<file path="config.mk">
export PLATFORM = sky130hd
export DESIGN_NAME = flash_host
export DESIGN_NICKNAME = d
export VERILOG_FILES = /design/src/rtl/flash_host_pkg.sv /design/src/rtl/flash_host.sv
export SDC_FILE = /design/constraint.sdc
export NUM_CORES = 1
export LEC_CHECK = 0
export ABC_AREA = 1
export BUFFER_PORTS_ARGS = -buffer_cell sky130_fd_sc_hd__buf_2
export CELL_PAD_IN_SITES_DETAIL_PLACEMENT = 2
export CELL_PAD_IN_SITES_GLOBAL_PLACEMENT = 2
export CORE_ASPECT_RATIO = 0.7
export CORE_MARGIN = 4
export CORE_UTILIZATION = 35
export DETAILED_ROUTE_END_ITERATION = 12
export GPL_ROUTABILITY_DRIVEN = 0
export GPL_TIMING_DRIVEN = 0
export PLACE_DENSITY_LB_ADDON = 0.1
export SYNTH_ARGS = -nofsm -noshare
export SYNTH_HDL_FRONTEND = slang
export SYNTH_SLANG_ARGS = --single-unit
</file>
<file path="constraint.sdc">
create_clock -name clk -period 4.23 [get_ports clk]
set_input_delay 0 -clock clk [delete_from_list [all_inputs] [get_ports clk]]
set_output_delay 0 -clock clk [all_outputs]
set_load 0.05 [all_outputs]
</file>
<file path="src/rtl/flash_host_pkg.sv">
package flash_host_pkg;
    // ****************************************
    // register map
    // ****************************************
    localparam logic [11:0] addr_ctrl = 12'h000;
    localparam logic [11:0] addr_addr = 12'h004;
    localparam logic [11:0] addr_wdata = 12'h008;
    localparam logic [11:0] addr_rdata = 12'h00C;
    localparam logic [11:0] addr_status = 12'h010;
    localparam logic [11:0] addr_pins = 12'h014;
    // ctrl fields
    localparam int ctrl_go_bit = 0;
    localparam int ctrl_op_lsb = 1;
    localparam int ctrl_byte_bit = 4;
    localparam int ctrl_guard_bit = 5;
    localparam int ctrl_hold_reset_bit = 6;
    localparam int ctrl_elev_bit = 7;
    // status fields
    localparam int status_busy_bit = 0;
    localparam int status_done_bit = 1;
    // ****************************************
    // pin geometry
    // ****************************************
    localparam int addr_width = 19;
    localparam int data_width = 16;
    localparam int sector_lsb = 12;
    localparam int protect_sel_bit = 6;
    localparam logic [18:0] protect_addr_low = 19'h0_0002;
    // ****************************************
    // timing
    // ****************************************
    localparam int clk_period_ns = 10;
    localparam int access_ns = 70;
    localparam int output_ns = 30;
    localparam int pulse_ns = 35;
    localparam int recover_ns = 20;
    localparam int reset_pulse_ns = 500;
    localparam int reset_high_ns = 50;
    localparam logic [7:0] access_cyc = 8'((access_ns + clk_period_ns - 1) / clk_period_ns);
    localparam logic [7:0] output_cyc = 8'((output_ns + clk_period_ns - 1) / clk_period_ns);
    localparam logic [7:0] pulse_cyc = 8'((pulse_ns + clk_period_ns - 1) / clk_period_ns);
    localparam logic [7:0] recover_cyc = 8'((recover_ns + clk_period_ns - 1) / clk_period_ns);
    localparam logic [7:0] reset_pulse_cyc =
        8'((reset_pulse_ns + clk_period_ns - 1) / clk_period_ns);
    localparam logic [7:0] reset_high_cyc =
        8'((reset_high_ns + clk_period_ns - 1) / clk_period_ns);
    // ****************************************
    // types
    // ****************************************
    typedef enum logic [2:0] {
        op_read,
        op_write,
        op_protect,
        op_unprotect,
        op_reset
    } op_t;
    typedef struct packed {
        logic chip_select_n;
        logic output_gate_n;
        logic write_strobe_n;
        logic hw_reset_n;
        logic elevated_reset_level;
        logic write_guard_n;
        logic width_select_n;
    } ctl_pins_t;
    typedef struct packed {
        logic [31:0] prdata;
        logic pready;
        logic pslverr;
    } apb_resp_t;
endpackage : flash_host_pkg

</file>
<file path="src/rtl/flash_host.sv">
`timescale 1ns/10ps
// Behaviour
// read: select and gate low, strobe and reset high, sample data lines.
// write: strobe and select low with gate high latches address and data.
// device command register has no address; host needs no map for it.
// width select high: all sixteen data lines carry the word.
// width select low: low eight lines carry data, line 15 is byte address.
// word mode address down to A0; byte mode extends to byte_lsb_address.
// after reset the device reads array without any command.
// device stays in array read until a command changes state.
// unlock bypass programs in two host writes instead of four.
// erase covers one sector, several sectors or whole array.
// autoselect reads return codes on low eight data lines.
// during program or erase reads return status on low eight lines.
// select and reset high puts device in standby, outputs high impedance.
// after standby wait full select access time before sampling data.
// deselecting does not stop a running program or erase.
// protect: elevated reset, guard high, select low, gate high, strobe low, A6.
// guard low keeps outermost boot sector protected.
// gate high disables device outputs.
// reset low aborts, tri-states, ignores cycles, returns to array read.
// device decodes pins without clock, latches command on strobe edge.
module flash_host
    import flash_host_pkg::*;
(
    input wire logic clk,
    input wire logic reset_n,
    input wire logic psel,
    input wire logic penable,
    input wire logic pwrite,
    input wire logic [11:0] paddr,
    input wire logic [31:0] pwdata,
    output flash_host_pkg::apb_resp_t apb_resp,
    output logic [18:0] address,
    output flash_host_pkg::ctl_pins_t ctl_pins,
    input wire logic [15:0] data_in,
    output logic [15:0] data_out,
    output logic [15:0] data_oe
);
    import flash_host_pkg::*;

    // ****************************************
    // registers
    // ****************************************
    typedef enum {
        st_idle,
        st_setup,
        st_strobe,
        st_recover,
        st_rst_low,
        st_rst_high
    } state_t;

    state_t state;
    logic [7:0] ctrl;
    logic [18:0] addr_reg;
    logic [15:0] wdata;
    logic [15:0] rdata;
    logic done;
    logic [7:0] count;
    logic [15:0] sync1, sync2, sync3, data_stable;

    // ****************************************
    // apb decode
    // ****************************************
    wire access = psel && penable;
    wire wr = access && pwrite;
    wire busy = state != st_idle;
    wire go = wr && paddr == addr_ctrl && pwdata[ctrl_go_bit] && !busy;
    wire [2:0] op_bits = pwdata[ctrl_op_lsb +: 3];
    wire ctrl_wr = wr && paddr == addr_ctrl && !busy;
    wire mapped = paddr inside {addr_ctrl, addr_addr, addr_wdata, addr_rdata,
        addr_status, addr_pins};
    wire [31:0] status_word = {30'h0, done, busy};
    wire [31:0] read_mux = paddr == addr_ctrl ? {24'h0, ctrl} :
        paddr == addr_addr ? {13'h0, addr_reg} :
        paddr == addr_wdata ? {16'h0, wdata} :
        paddr == addr_rdata ? {16'h0, rdata} :
        paddr == addr_status ? status_word :
        paddr == addr_pins ? {25'h0, ctl_pins} : 32'h0;
    assign apb_resp.prdata = read_mux;
    assign apb_resp.pready = 1'b1;
    assign apb_resp.pslverr = access && !mapped;

    // ****************************************
    // operation decode
    // ****************************************
    op_t op;
    wire byte_mode = ctrl[ctrl_byte_bit];
    wire is_read = op == op_read;
    wire is_prot = op == op_protect || op == op_unprotect;
    wire in_cycle = state == st_setup || state == st_strobe;
    // strobe rises one cycle before select and data let go, so the latch sees them held
    wire strobe_on = state == st_strobe && !is_read && count < cycle_len + 8'h04;
    wire gate_on = in_cycle && is_read;
    wire elevated = ctrl[ctrl_elev_bit] || (in_cycle && is_prot);
    wire [18:0] prot_addr = {addr_reg[18:sector_lsb], 5'h0, op == op_unprotect,
        protect_addr_low[5:0]};
    wire [7:0] cycle_len = is_read ? access_cyc : pulse_cyc;
    wire [15:0] read_word = byte_mode ? {8'h0, data_stable[7:0]} : data_stable;

    assign ctl_pins.chip_select_n = !in_cycle;
    assign ctl_pins.output_gate_n = !gate_on;
    assign ctl_pins.write_strobe_n = !strobe_on;
    assign ctl_pins.hw_reset_n = !(state == st_rst_low || ctrl[ctrl_hold_reset_bit]);
    assign ctl_pins.elevated_reset_level = elevated;
    assign ctl_pins.write_guard_n = ctrl[ctrl_guard_bit];
    assign ctl_pins.width_select_n = !byte_mode;
    assign address = is_prot ? prot_addr : addr_reg;

    // ****************************************
    // data line drive
    // ****************************************
    genvar i;
    generate
        for (i = 0; i < data_width; i++) begin : g_dq
            if (i == 15) begin : g_top
                // line 15 carries the byte address in byte mode
                assign data_out[i] = byte_mode ? addr_reg[0] : wdata[i];
                assign data_oe[i] = byte_mode ? 1'b1 : in_cycle && !is_read;
            end else if (i >= 8) begin : g_mid
                assign data_out[i] = wdata[i];
                assign data_oe[i] = in_cycle && !is_read && !byte_mode;
            end else begin : g_low
                assign data_out[i] = wdata[i];
                assign data_oe[i] = in_cycle && !is_read;
            end
        end
    endgenerate

    // ****************************************
    // input synchroniser
    // ****************************************
    always_ff @(posedge clk or negedge reset_n) begin
        if (!reset_n) begin
            sync1 <= 16'h0000;
            sync2 <= 16'h0000;
            sync3 <= 16'h0000;
            data_stable <= 16'h0000;
        end else begin
            sync1 <= data_in;
            sync2 <= sync1;
            sync3 <= sync2;
            for (int b = 0; b < data_width; b++) begin
                if (sync2[b] == sync3[b]) begin
                    data_stable[b] <= sync3[b];
                end
            end
        end
    end

    // ****************************************
    // registers and sequencer
    // ****************************************
    always_ff @(posedge clk or negedge reset_n) begin
        if (!reset_n) begin
            ctrl <= 8'h20;
            addr_reg <= 19'h0_0000;
            wdata <= 16'h0000;
        end else begin
            if (ctrl_wr) begin
                ctrl <= {pwdata[7:1], 1'b0};
            end
            if (wr && paddr == addr_addr && !busy) begin
                addr_reg <= pwdata[18:0];
            end
            if (wr && paddr == addr_wdata && !busy) begin
                wdata <= pwdata[15:0];
            end
        end
    end

    always_ff @(posedge clk or negedge reset_n) begin
        if (!reset_n) begin
            state <= st_idle;
            op <= op_read;
            count <= 8'h00;
            rdata <= 16'h0000;
            done <= 1'b0;
        end else begin
            unique case (state)
                st_idle: begin
                    if (go) begin
                        op <= op_t'(op_bits);
                        done <= 1'b0;
                        count <= 8'h00;
                        state <= op_bits == 3'(op_reset) ? st_rst_low : st_setup;
                    end else if (wr && paddr == addr_status && pwdata[status_done_bit]) begin
                        done <= 1'b0;
                    end
                end
                st_setup: begin
                    state <= st_strobe;
                    count <= 8'h00;
                end
                st_strobe: begin
                    count <= count + 8'h01;
                    // sample after data settled through synchroniser
                    if (count >= cycle_len + 8'h04) begin
                        if (is_read) begin
                            rdata <= read_word;
                        end
                        count <= 8'h00;
                        state <= st_recover;
                    end
                end
                st_recover: begin
                    count <= count + 8'h01;
                    if (count >= recover_cyc) begin
                        done <= 1'b1;
                        state <= st_idle;
                    end
                end
                st_rst_low: begin
                    count <= count + 8'h01;
                    if (count >= reset_pulse_cyc) begin
                        count <= 8'h00;
                        state <= st_rst_high;
                    end
                end
                st_rst_high: begin
                    count <= count + 8'h01;
                    if (count >= reset_high_cyc) begin
                        done <= 1'b1;
                        state <= st_idle;
                    end
                end
            endcase
        end
    end
endmodule : flash_host

</file>
---- After elaboration in Yosys (flattened, before gate mapping) ----
Index checks and enable logic that the tools add are counted.
storage, ports and cells
  register bits after elaboration ......... 166
cells by class
  add/sub/neg operators ................... 2
  order comparisons ....................... 5
  equality and inequality tests ........... 38
  mux-type cells .......................... 27
  reduce and logical (&&, ||, !) cells .... 42
operators by type and width
  operator             number
  $pmux 32 s6          1
  $mux 32              5
  $eq 32x2->1 const B  3
  $eq 32x3->1 const B  3
  $mux 16              3
  $pmux 8 s5           1
  $mux 19              2
  $eq 32x1->1 const B  1
  $eq 32x4->1 const B  1
  $logic_not 32->1     1
  $reduce_bool 32->1   1
  $eq 12x4->1 const B  2
  $eq 12x5->1 const B  2
  $mux 8               3
  $logic_and 1x1->1    19
  $eq 1x1->1           16
  $mux 7               2
  $eq 12x3->1 const B  1
  $logic_not 12->1     1
  $mux 12              1
  $ne 2x2->1 const B   5
  $add 8x1->8 const B  1
  $ge 8x2->1 const B   1
  $ge 8x3->1 const B   1
  other kinds (21)     37

---- Depth between registers and ports, before layout ----
Gate-level depths: netlist of run 1.
  word-level depth ........................ 12
  gate-level depth with buffers ........... 14
  mapped depth without buffers ............ 14

---- Worst setup path before layout of run 1 ----
No wires, ideal clock.
  kind .................................... register to output
  from .................................... reg state[2]
  to ...................................... out data_oe[10]
  arrival ................................. 3.330 ns
  required time ........................... 4.230 ns
  path slack .............................. 0.900 ns
  stages on the path, launching flop included .. 11
  cell sequence ........................... dfrtp_1 -> inv_2 -> nand2_2 -> nor2_4 -> inv_2 -> o21ai_4 -> inv_2 -> nor2_1 -> inv_1 -> nor2_1 -> buf_4
on the way
  cells in the longest elaborated chain, start to end .. 4
  elaborated cells on any way between the ends .. 5
  those cells by class .................... eq/ne (2); reduce/logical (3)
ends and longest elaborated chain
  what                                               line               source
  from (decl)                                        flash_host.sv:54   state_t state;
  from (signal assigned)                             flash_host.sv:175  state <= st_idle;
  from (signal assigned)                             flash_host.sv:187  state <= op_bits == 3'(op_reset) ? st_rst_low : st_setup;
  from (signal assigned)                             flash_host.sv:193  state <= st_strobe;
  $eq 32x2->1 / $eq 32x3->1 (equally long branches)  flash_host.sv:92   wire in_cycle = state == st_setup || state == st_strobe;
  $logic_or 1x1->1 *                                 flash_host.sv:92
  $logic_and 1x1->1 *                                --
  net data_oe[0]                                     flash_host.sv:38   output logic [15:0] data_oe
  $logic_and 1x1->1 *                                flash_host.sv:123  assign data_oe[i] = in_cycle && !is_read && !byte_mode;
  to (decl)                                          flash_host.sv:38
Mark *: on every way through the listed nets, which the timed path passes. The rest lies on a longest branch.

---- Final worst setup path of run 1 ----
  from .................................... reg state[2]
  to ...................................... out data_oe[11]
on the way
  cells in the longest elaborated chain, start to end .. 4
  elaborated cells on any way between the ends .. 5
  those cells by class .................... eq/ne (2); reduce/logical (3)
ends and longest elaborated chain
  what                                               line
  $eq 32x2->1 / $eq 32x3->1 (equally long branches)  flash_host.sv:92
  $logic_or 1x1->1 *                                 flash_host.sv:92
  $logic_and 1x1->1 * (2 in series)                  flash_host.sv:123
Mark *: on every way between the ends. The rest lies on a longest branch, timed or not.

==> out/metrics.cfg, run 1 <==
[outcome]
status = completed

[clocking]
insertion_delay_ns = 0.43
cts_buffers = 17
h-tree-depth = 4
clock-sinks = 137
clock_path_buffers = 2
clkTransAtPathRegs_ns = 0.07
root_buffer = clkbuf_16
cts_tree = yes

[die]
rows = 41
dieArea_mm2 = 0.02071
die_h_um = 121.6
core_mm2 = 0.01806
initial_core_util_pct = 35.73
die_w_um = 170.3
io-pin-count = 157

[sta]
setup_violations = 0
max_freq_ghz = 0.3401
post-route-min-period_ns = 2.940
worst_slew_pin_slew_ns = 0.7319
slew_violations = 0
setup_slack_ns = 1.290
hold_viol = 0
skew_ns = 0.01287
rsz0062_at_grt = no
fin_tns_setup_ns = 0
relSlewSlack_pct = 51.21
timing.final.crit_share_pct = 69.51

[synth]
yosysTopAreaCellShare_pct = 52.74
synthTopCellsByArea = dfrtp_1 (53%), nand2_1 (9.0%), buf_4 (6.4%)
yosysMostFrequentCell = nand2_1
synth_cell_types = 46
yosysSeqAreaShare_pct = 53.15
synthesis.area_mm2 = 0.006452
yosysTopAreaCell = dfrtp_1
netlist_instances = 692
synth_edf_count = 0
synth_common_cells = nand2_1 (154), dfrtp_1 (136), inv_1 (74)
ys.flop_type = dfrtp_1
syn_area_per_cell_um2 = 9.324
yosysWarnings = 0
synth_seq_cells = 137
synthArstFlopShare_pct = 100.0

[setup_path]
path_cells = inv_2 > nand2_2 > nor2_4 > inv_2 > o21ai_4 > inv_2 > nor2_1 > inv_1 > nor2_1 > buf_4 > buf_2
worstPathMaxFanout = 9
slowest_stage = dfrtp_1
crit_family = simple AND/OR/NAND/NOR gates
cp_num_buf_inv = 6
worstSetupPathType = flop to primary output
r2r_end = rdata[12]$_DFFE_PN0P_
endpoint_kind = primary output
worst_r2r_startpoint = op[2]$_DFFE_PN0P_
max_stage_delay_ns = 0.43
cp-start-kind = flop
worst_ep_arrival_time_ns = 2.94
r2r_setup_slack_ns = 1.85
worst_ep_required_time_ns = 4.23
critical_path.most_common_cell = inv_2
rr_worst_depth = 13
cp.depth = 11

[cells_and_area]
largest_register_ffs = 19
multi_input_area_mm2 = 0.002238
regArea_mm2 = 0.003430
area_growth_pct = 30.72
antenna_cells = 0
drive_gt1_share_pct = 31.04
fillCellCount = 1978
nets = 960

[grt]
grtUsageTotal_pct = 22.14
grt_max_degree = 71
grt_pass1_vias = 6201
antenna_found_initial = 0
grt-ovfl-total = 0
grt_pass1_wl_mm = 35.08

[routing]
vias = 5465
drc = 0
routed_via_density = 4.802
drt-initial-drc-count = 259
wirelength_mm = 21.99
first_pass_iters = 5
ant_nets = 0
wire_per_inst_um = 19.32

[placed_design]
dpl.hpwl_mm = 15.81
port-buffer-count = 129
pre_cts_ws_ns = 1.697

[power]
ir_drop_v = 0.0002672
p_leak_nw = 4.333
power.density_mw_per_mm2 = 364.3

[min_path]
hp-class = primary input to async pin

[job]
maxCapViolations = 0

## report_power, final
part / switching (mW) / leakage (nW) / internal [mW]
Sequential: 0.0237 / 1.76 / 1.35
Combinational: 0.103 / 2.28 / 0.0690
Clock: 0.679 / 0.298 / 0.848
Total: 0.806 / 4.33 / 2.27
## worst reg2reg max path: cells and delay by family, from the launching register on
| family | cells | cell delay (ns) |
|---|---|---|
| DFF | 1 | 0.40 |
| and+or+nand+nor | 6 | 0.89 |
| adders and majority gates | 1 | 0.32 |
| buffers and inverters | 4 | 0.53 |
| AOI/OAI and AO/OA | 2 | 0.17 |
## per-stage QoR
| stage | utilization [%] | area, µm² | std cells | total power, mW | hold WS (ns) |
|---|---|---|---|---|---|
| finish | 46.71 | 8434 | 1138 | 3.073 | 0.1339 |
| global route | 46.71 | 8434 | 1138 | 3.196 | 0.1566 |
| CTS | 46.71 | 8434 | 1138 | 3.107 | 0.1246 |
| detailed placement | 41.38 | 7472 | 1070 | 1.543 | 0.04556 |
| global placement | 41.19 | 7438 | 1069 | 1.528 | 0.1085 |
| floorplan | - | 6497 | 704 | 1.464 | -0.2956 |
## cell type report
type / count / area share, %
plain buffers: 71 / 6.186
clock buffers: 17 / 5.044
repair buffers: 166 / 12.33
inverters: 82 / 3.649
clock inverters: 15 / 2.092
flip-flops and latches: 137 / 40.66
well taps: 236 / 3.501
multi-input cells: 414 / 26.54
## worst max-delay path by stage
stage | end | slack [ns] | start
2_1_floorplan | data_oe[10] | 0.90 | state[2]$_DFFE_PN0P_
3_3_place_gp | count[1]$_DFFE_PN0N_ | 1.21 | reset_n
3_5_place_dp | data_oe[11] | 1.70 | state[2]$_DFFE_PN0P_
4_1_cts | data_oe[11] | 1.19 | state[2]$_DFFE_PN0P_
5_1_grt | data_oe[12] | 0.99 | state[2]$_DFFE_PN0P_
6_report | data_oe[11] | 1.29 | state[2]$_DFFE_PN0P_
## placed cells by master, fill, tap and decap left out, drive strengths merged, types with 2 or more instances in the layout
master       instances
o31ai                2
or2                  3
nand4                9
nand2              166
nor2                43
a21oi                9
clkinv               4
ha                   6
o22ai                2
o211ai               2
dfrtp              136
nand3b               2
conb                14
a31oi                8
inv                 92
o2111ai              2
buf                199
mux2                 3
nand3               42
nor3                 5
clkbuf              19
dlygate4sd3         36
xor2                 4
o21ai               72
maj3                16
## cells by family (layout without fill, tap and decap cells)
group / after synthesis / count (layout) / synth area share (%)
adder cells (fa/ha/maj): 22 / 22 / 3.645
flip-flops: 137 / 137 / 53.15
other: 2 / 14 / 0.1164
AND/OR/NAND/NOR: 271 / 271 / 19.99
XOR/XNOR: 4 / 4 / 0.5429
multiplexers: 3 / 3 / 0.6980
buffers and inverters: 153 / 351 / 12.86
AO/OA/AOI/OAI: 100 / 100 / 8.998
## timing repair
action / 4_1_cts / 5_1_grt
hold buffers: 36 / 0
endpoints found under the hold margin: 130 / 0
buffers inserted: 0 / 0
resized for setup: 0 / 0
## per-layer routing
metal | global-route usage, % | vias up | wire length (µm)
met1 | 29.18 | 2748 | 9763
li1 | - | 2559 | -
met4 | 5.686 | 0 | 332
met3 | 4.736 | 28 | 1088
met2 | 37.44 | 130 | 10800
met5 | 0 | - | 0
Note: power is estimated with default switching activity, not from simulation.
==> run 2: changes to the inputs <==
--- a/config.mk
+++ b/config.mk
@@ -11,7 +11,7 @@
 export CELL_PAD_IN_SITES_GLOBAL_PLACEMENT = 2
 export CORE_ASPECT_RATIO = 0.7
 export CORE_MARGIN = 4
-export CORE_UTILIZATION = 35
+export CORE_UTILIZATION = 29
 export DETAILED_ROUTE_END_ITERATION = 12
 export GPL_ROUTABILITY_DRIVEN = 0
 export GPL_TIMING_DRIVEN = 0
==> constraint.sdc (replaced) <==
create_clock -name clk -period 2.56 [get_ports clk]
set_input_delay 0 -clock clk [delete_from_list [all_inputs] [get_ports clk]]
set_output_delay 0 -clock clk [all_outputs]
set_load 0.05 [all_outputs]
==> run 2 against run 1 <==
Effect of this change: sequential cell count unchanged; non-clock buffer count up 4; cell count rose by 4.4%; register-to-register slack got worse by 1.5 ns; clock skew increased by 0.0015 ns; sequential share of layout area decreased by 0.78 points; power grew 68%; clock power increased by 71%; utilization down 7.2 points; first-iteration DRC count shrank 6.6%; largest cell class unchanged; highest routed layer is now met5.
==> out/metrics.cfg, run 2 (synthesis gave the netlist of run 1 again) <==
[clocking]
clkTransAtPathRegs_ns = 0.07
insertion_delay_ns = 0.43
h-tree-depth = 4
cts_buffers = 17
clock_path_buffers = 2
cts_tree = yes
clock-sinks = 137
root_buffer = clkbuf_16

[sta]
post-route-min-period_ns = 2.449
worst_slew_pin_slew_ns = 0.8889
hold_viol = 0
fin_tns_setup_ns = 0
slew_violations = 0
setup_slack_ns = 0.1106
setup_violations = 0
timing.final.crit_share_pct = 95.68
max_freq_ghz = 0.4083
relSlewSlack_pct = 40.74
rsz0062_at_grt = yes
skew_ns = 0.01434

[power]
power.density_mw_per_mm2 = 600.0
fin_total_pwr_mw = 5.159
ir_drop_v = 0.0004364
p_leak_nw = 4.362

[setup_path]
worst_ep_required_time_ns = 2.56
endpoint_kind = primary output
worstPathMaxFanout = 3
rr_worst_depth = 13
worstSetupPathType = flop to primary output
slowest_stage = dfrtp_1
worst_ep_arrival_time_ns = 2.45
path_cells = nor3_4 > inv_2 > ha_1 > inv_1 > o21ai_2 > nand2_1 > nand2_2 > inv_1 > nand3_2 > nand2_1 > nand4_1 > nand2_1 > nand2_2 > buf_8
cp-start-kind = flop
max_stage_delay_ns = 0.42
critical_path.most_common_cell = nand2_1

[cells_and_area]
fillCellCount = 2397
largest_register_ffs = 19
finalNonFillerCells = 1188
area_growth_pct = 33.26
multi_input_area_mm2 = 0.002276
final_cell_mix = nand2_1 (151), dfrtp_1 (136), buf_2 (130)
drive_gt1_share_pct = 32.23
final_common_cell = nand2_1
regArea_mm2 = 0.003430
final_area_mm2 = 0.008598
antenna_cells = 0
nets = 964

[routing]
drt-initial-drc-count = 242
routed_via_density = 4.551
drc = 0
vias = 5407
wirelength_mm = 22.01
ant_nets = 0
wire_per_inst_um = 18.52
first_pass_iters = 5

[die]
io-pin-count = 157
die_h_um = 132.8
die_w_um = 186.3
dieArea_mm2 = 0.02474
core_mm2 = 0.02179
initial_core_util_pct = 29.61
rows = 45

[placed_design]
dpl_cell_area_mm2 = 0.007540
placedCellCount = 1116
port-buffer-count = 129
pre_cts_ws_ns = -0.07931
dpl.hpwl_mm = 16.38

[min_path]
hp-class = primary input to async pin

[grt]
grt_pass1_vias = 5954
grt_max_degree = 89
antenna_found_initial = 1
grt_pass1_wl_mm = 34.07
grtUsageTotal_pct = 18.02
grt-ovfl-total = 0

[outcome]
status = completed

[job]
maxCapViolations = 0

## run 2: final timing paths
kind / slack [ns] / start / endpoint
worst max-delay path: 0.11 / op[2]$_DFFE_PN0P_ / apb_resp[6]
min in group clk: 0.14 / pwrite / op[0]$_DFFE_PN0P_
worst min-delay path: 0.08 / reset_n / sync1[3]$_DFF_PN0_
worst min register to register: 0.35 / sync1[0]$_DFF_PN0_ / sync2[0]$_DFF_PN0_
max in group asynchronous: 1.64 / reset_n / ctrl[5]$_DFFE_PN1P_
worst max register to register: 0.37 / op[2]$_DFFE_PN0P_ / rdata[15]$_DFFE_PN0P_
## run 2: critical path, delay by kind of cell (launching register included)
kind	cells	cell delay, ns
and+or+nand+nor	8	0.84
AOI/OAI and AO/OA	1	0.13
DFF	1	0.42
adders and majority gates	1	0.29
buffers and inverters	4	0.35
## run 2: through the flow
step                      hold WS [ns]  util, %
after floorplan                -0.2956        -
after global placement          0.1075    34.45
after detailed placement      -0.01400    34.60
after CTS                      0.09542    39.27
after global routing            0.1166    39.46
final                          0.07520    39.46
## run 2: report_power, final
part / switching [mW] / leakage [nW] / internal, mW
registers: 0.0334 / 1.76 / 2.23
logic: 0.168 / 2.30 / 0.114
clock network: 1.12 / 0.306 / 1.49
total: 1.32 / 4.36 / 3.84
## run 2: area by class of cell
| type | instances | share of cell area (%) |
|---|---|---|
| multi-input combinational | 414 | 26.47 |
| clock inverter | 15 | 2.212 |
| clock buffer | 17 | 4.948 |
| inverter | 82 | 3.580 |
| sequential | 137 | 39.89 |
| buffer | 71 | 6.068 |
| tap | 282 | 4.104 |
| timing repair buffer | 170 | 12.73 |
## run 2: metal layers
layer / up-vias / GRT usage [%] / part of all wire, %
met1: 2682 / 25.36 / 47
met3: 18 / 2.995 / 5.3
met5: - / 0 / 0.059
li1: 2560 / - / -
met4: 2 / 4.248 / 1.0
met2: 145 / 29.13 / 46
## run 2: repair_timing
item / in CTS / in global routing
hold buffers: 36 / 0
pin swaps: 1 / 2
gates resized for setup: 8 / 11
endpoints found under the setup margin: 24 / 10
endpoints found under the hold margin: 109 / 0
setup buffers: 2 / 2
gates cloned: 0 / 0
==> run 3: changes to the inputs <==
--- a/config.mk
+++ b/config.mk
@@ -5,13 +5,12 @@
 export SDC_FILE = /design/constraint.sdc
 export NUM_CORES = 1
 export LEC_CHECK = 0
-export ABC_AREA = 1
 export BUFFER_PORTS_ARGS = -buffer_cell sky130_fd_sc_hd__buf_2
 export CELL_PAD_IN_SITES_DETAIL_PLACEMENT = 2
 export CELL_PAD_IN_SITES_GLOBAL_PLACEMENT = 2
 export CORE_ASPECT_RATIO = 0.7
 export CORE_MARGIN = 4
-export CORE_UTILIZATION = 29
+export CORE_UTILIZATION = 31
 export DETAILED_ROUTE_END_ITERATION = 12
 export GPL_ROUTABILITY_DRIVEN = 0
 export GPL_TIMING_DRIVEN = 0
==> run 3 against run 2 <==
Effect of this change: combinational power grew to 4.6 times the previous value; cell area decreased by 2.3%; critical endpoint unchanged; largest cell class unchanged; worst hold slack worse by 0.026 ns; highest routed layer is now met4; routed wire length decreased by 12%; sequential power grew 17%.
==> out/metrics.cfg, run 3 <==
[setup_path]
worstSetupStartpoint = op[1]$_DFFE_PN0P_
cp-start-kind = flop
worstSetupPathType = flop to primary output
worstPathMaxFanout = 4
worst_ep_required_time_ns = 2.56
worst_r2r_startpoint = op[1]$_DFFE_PN0P_
worst_ep_arrival_time_ns = 2.50
r2r_end = rdata[5]$_DFFE_PN0P_
worstSetupEndpoint = apb_resp[6]
endpoint_kind = primary output
rr_worst_depth = 8
r2r_setup_slack_ns = 0.10

[cells_and_area]
final_area_mm2 = 0.008398
final_cell_mix = dfrtp_1 (135), buf_2 (130), buf_4 (58)
final_common_cell = dfrtp_1
largest_register_ffs = 19
nets = 787
area_growth_pct = 36.37
final_util_pct = 43.78
fillCellCount = 1996
drive_gt1_share_pct = 42.25
antenna_cells = 0

[clocking]
insertion_delay_ns = 0.43
cts_tree = yes
clkTransAtPathRegs_ns = 0.06
root_buffer = clkbuf_16
cts_buffers = 17
clock-sinks = 137
clock_path_buffers = 2
h-tree-depth = 4

[power]
power.density_mw_per_mm2 = 777.3
ir_drop_v = 0.0003980
p_clk_share_pct = 39.7
switching_share_pct = 32.62
combPwrFrac_pct = 19.8
seqPwrFrac_pct = 40.5
power.internal_mw = 4.399
power.switching_mw = 2.129
p_leak_nw = 4.315

[placed_design]
port-buffer-count = 128
pre_cts_ws_ns = -0.4928
dpl_cell_area_mm2 = 0.007208
dpl.hpwl_mm = 13.95

[sta]
max_freq_ghz = 0.4005
slew_violations = 0
post-route-min-period_ns = 2.497
rsz0062_at_grt = yes
timing.final.crit_share_pct = 97.53
skew_ns = 0.01102
hold_viol = 0
worst_slew_pin_slew_ns = 0.9061
setup_violations = 0
relSlewSlack_pct = 39.31
setup_slack_ns = 0.06318

[routing]
wire_per_inst_um = 19.51
ant_nets = 0
vias = 4695
drc = 0
drt-initial-drc-count = 197
wirelength_mm = 19.37
first_pass_iters = 5
routed_via_density = 4.728

[synth]
yosysTopAreaCell = dfrtp_1
synthTopCellsByArea = dfrtp_1 (55%), mux2_2 (9.0%), buf_4 (6.2%)
synthArstFlopShare_pct = 100.0
yosysWarnings = 0
yosysMostFrequentCell = dfrtp_1
netlist_instances = 516
synth_cell_types = 56
synth_seq_cells = 137
yosysTopAreaCellShare_pct = 55.26
yosysSeqAreaShare_pct = 55.69
synth_common_cells = dfrtp_1 (136), buf_4 (51), mux2_2 (49)
synthesis.area_mm2 = 0.006158
syn_area_per_cell_um2 = 11.93
synth_edf_count = 0
ys.flop_type = dfrtp_1

[grt]
grt_pass1_wl_mm = 30.44
grt_max_degree = 78
grtUsageTotal_pct = 17.71
grt-ovfl-total = 0
antenna_found_initial = 0
grt_pass1_vias = 5287

[die]
die_w_um = 176.5
die_h_um = 125.9
initial_core_util_pct = 32.11
io-pin-count = 157
core_mm2 = 0.01918
rows = 42
dieArea_mm2 = 0.02222

[job]
maxCapViolations = 0

[outcome]
status = completed

[min_path]
hp-class = primary input to flop

==> run 3: changes by cell type after synthesis, moves of 10 or more <==
cell,previous run,this run
nor2_1,31,20
nand2_1,154,42
mux2_2,0,49
inv_1,74,20
nand3_1,39,7
nand2_2,10,0
clkbuf_1,2,14
and2_1,0,15
o21ai_1,56,0
==> run 3: area by class of cell <==
class | instances | area (µm²) | share of cell area (%)
Sequential cell | 137 | 3431 | 40.85
Multi-Input combinational cell | 298 | 2361 | 28.11
Timing Repair Buffer | 172 | 1096 | 13.05
Buffer | 69 | 471.7 | 5.617
Clock buffer | 17 | 425.4 | 5.066
Tap cell | 264 | 330.3 | 3.933
Clock inverter | 15 | 198.9 | 2.369
Inverter | 21 | 83.83 | 0.9982
==> run 3: through the flow <==
step	hold slack (ns)	total power, mW	std cells	TNS (ns)
floorplan	-0.2956	3.330	528	0
global placement	0.1077	3.716	920	-68.69
detailed placement	0.01312	3.797	921	-8.511
CTS	0.01138	6.514	991	0
global route	0.03864	6.885	993	-0.02445
finish	0.04918	6.528	993	0
==> run 3: worst max-delay path, stage by stage (launching register included) <==
cell      delay [ns]
dfrtp_1         0.39
or3_4           0.44
clkinv_4        0.09
ha_4            0.12
nand2b_4        0.12
a21oi_4         0.08
nor4_4          0.34
o21ai_1         0.12
o211a_1         0.19
buf_6           0.17
==> run 3: worst min path at each step <==
stage,cells past startpoint,to,from
finish,3,done$_DFFE_PN0P_,paddr[6]
CTS,3,done$_DFFE_PN0P_,paddr[6]
detailed placement,1,data_stable[2]$_DFFE_PN0N_,reset_n
floorplan,0,addr_reg[0]$_DFFE_PN0P_,reset_n
global placement,1,sync1[5]$_DFF_PN0_,data_in[5]
global route,3,done$_DFFE_PN0P_,paddr[6]
==> run 3: cell families (layout without fill, tap and decap cells) <==
| logic type | after synthesis | count (layout) | share of synthesized area [%] |
|---|---|---|---|
| muxes | 66 | 66 | 12.54 |
| other | 2 | 14 | 0.1219 |
| xor gates and xnor gates | 1 | 1 | 0.1422 |
| DFF | 137 | 137 | 55.69 |
| AOI/OAI and AO/OA | 72 | 72 | 8.188 |
| adders and majority gates | 22 | 22 | 3.819 |
| and+or+nand+nor | 123 | 123 | 10.50 |
| buffers and inverters | 93 | 294 | 9.000 |
==> run 3: repair_timing <==
item | CTS | global route
gates resized for setup | 19 | 16
hold buffers | 37 | 0
setup buffers | 3 | 3
hold endpoints to repair | 122 | 0
setup endpoints to repair | 51 | 47
pin swaps | 4 | 6
==> run 3: power groups by stage <==
stage	sequential (mW)	clock, mW	combinational (mW)
global placement	2.63	0	1.08
CTS	2.63	2.66	1.22
floorplan	2.55	0	0.783
global route	2.67	2.79	1.42
detailed placement	2.65	0	1.15
finish	2.64	2.59	1.29
==> run 3: layer usage <==
metal	up-vias	global-route usage, %	share of wire [%]
li1	2142	-	-
met1	2404	24.09	46
met5	-	0	0
met2	132	28.51	48
met3	17	4.494	5.9
met4	0	4.502	0.83
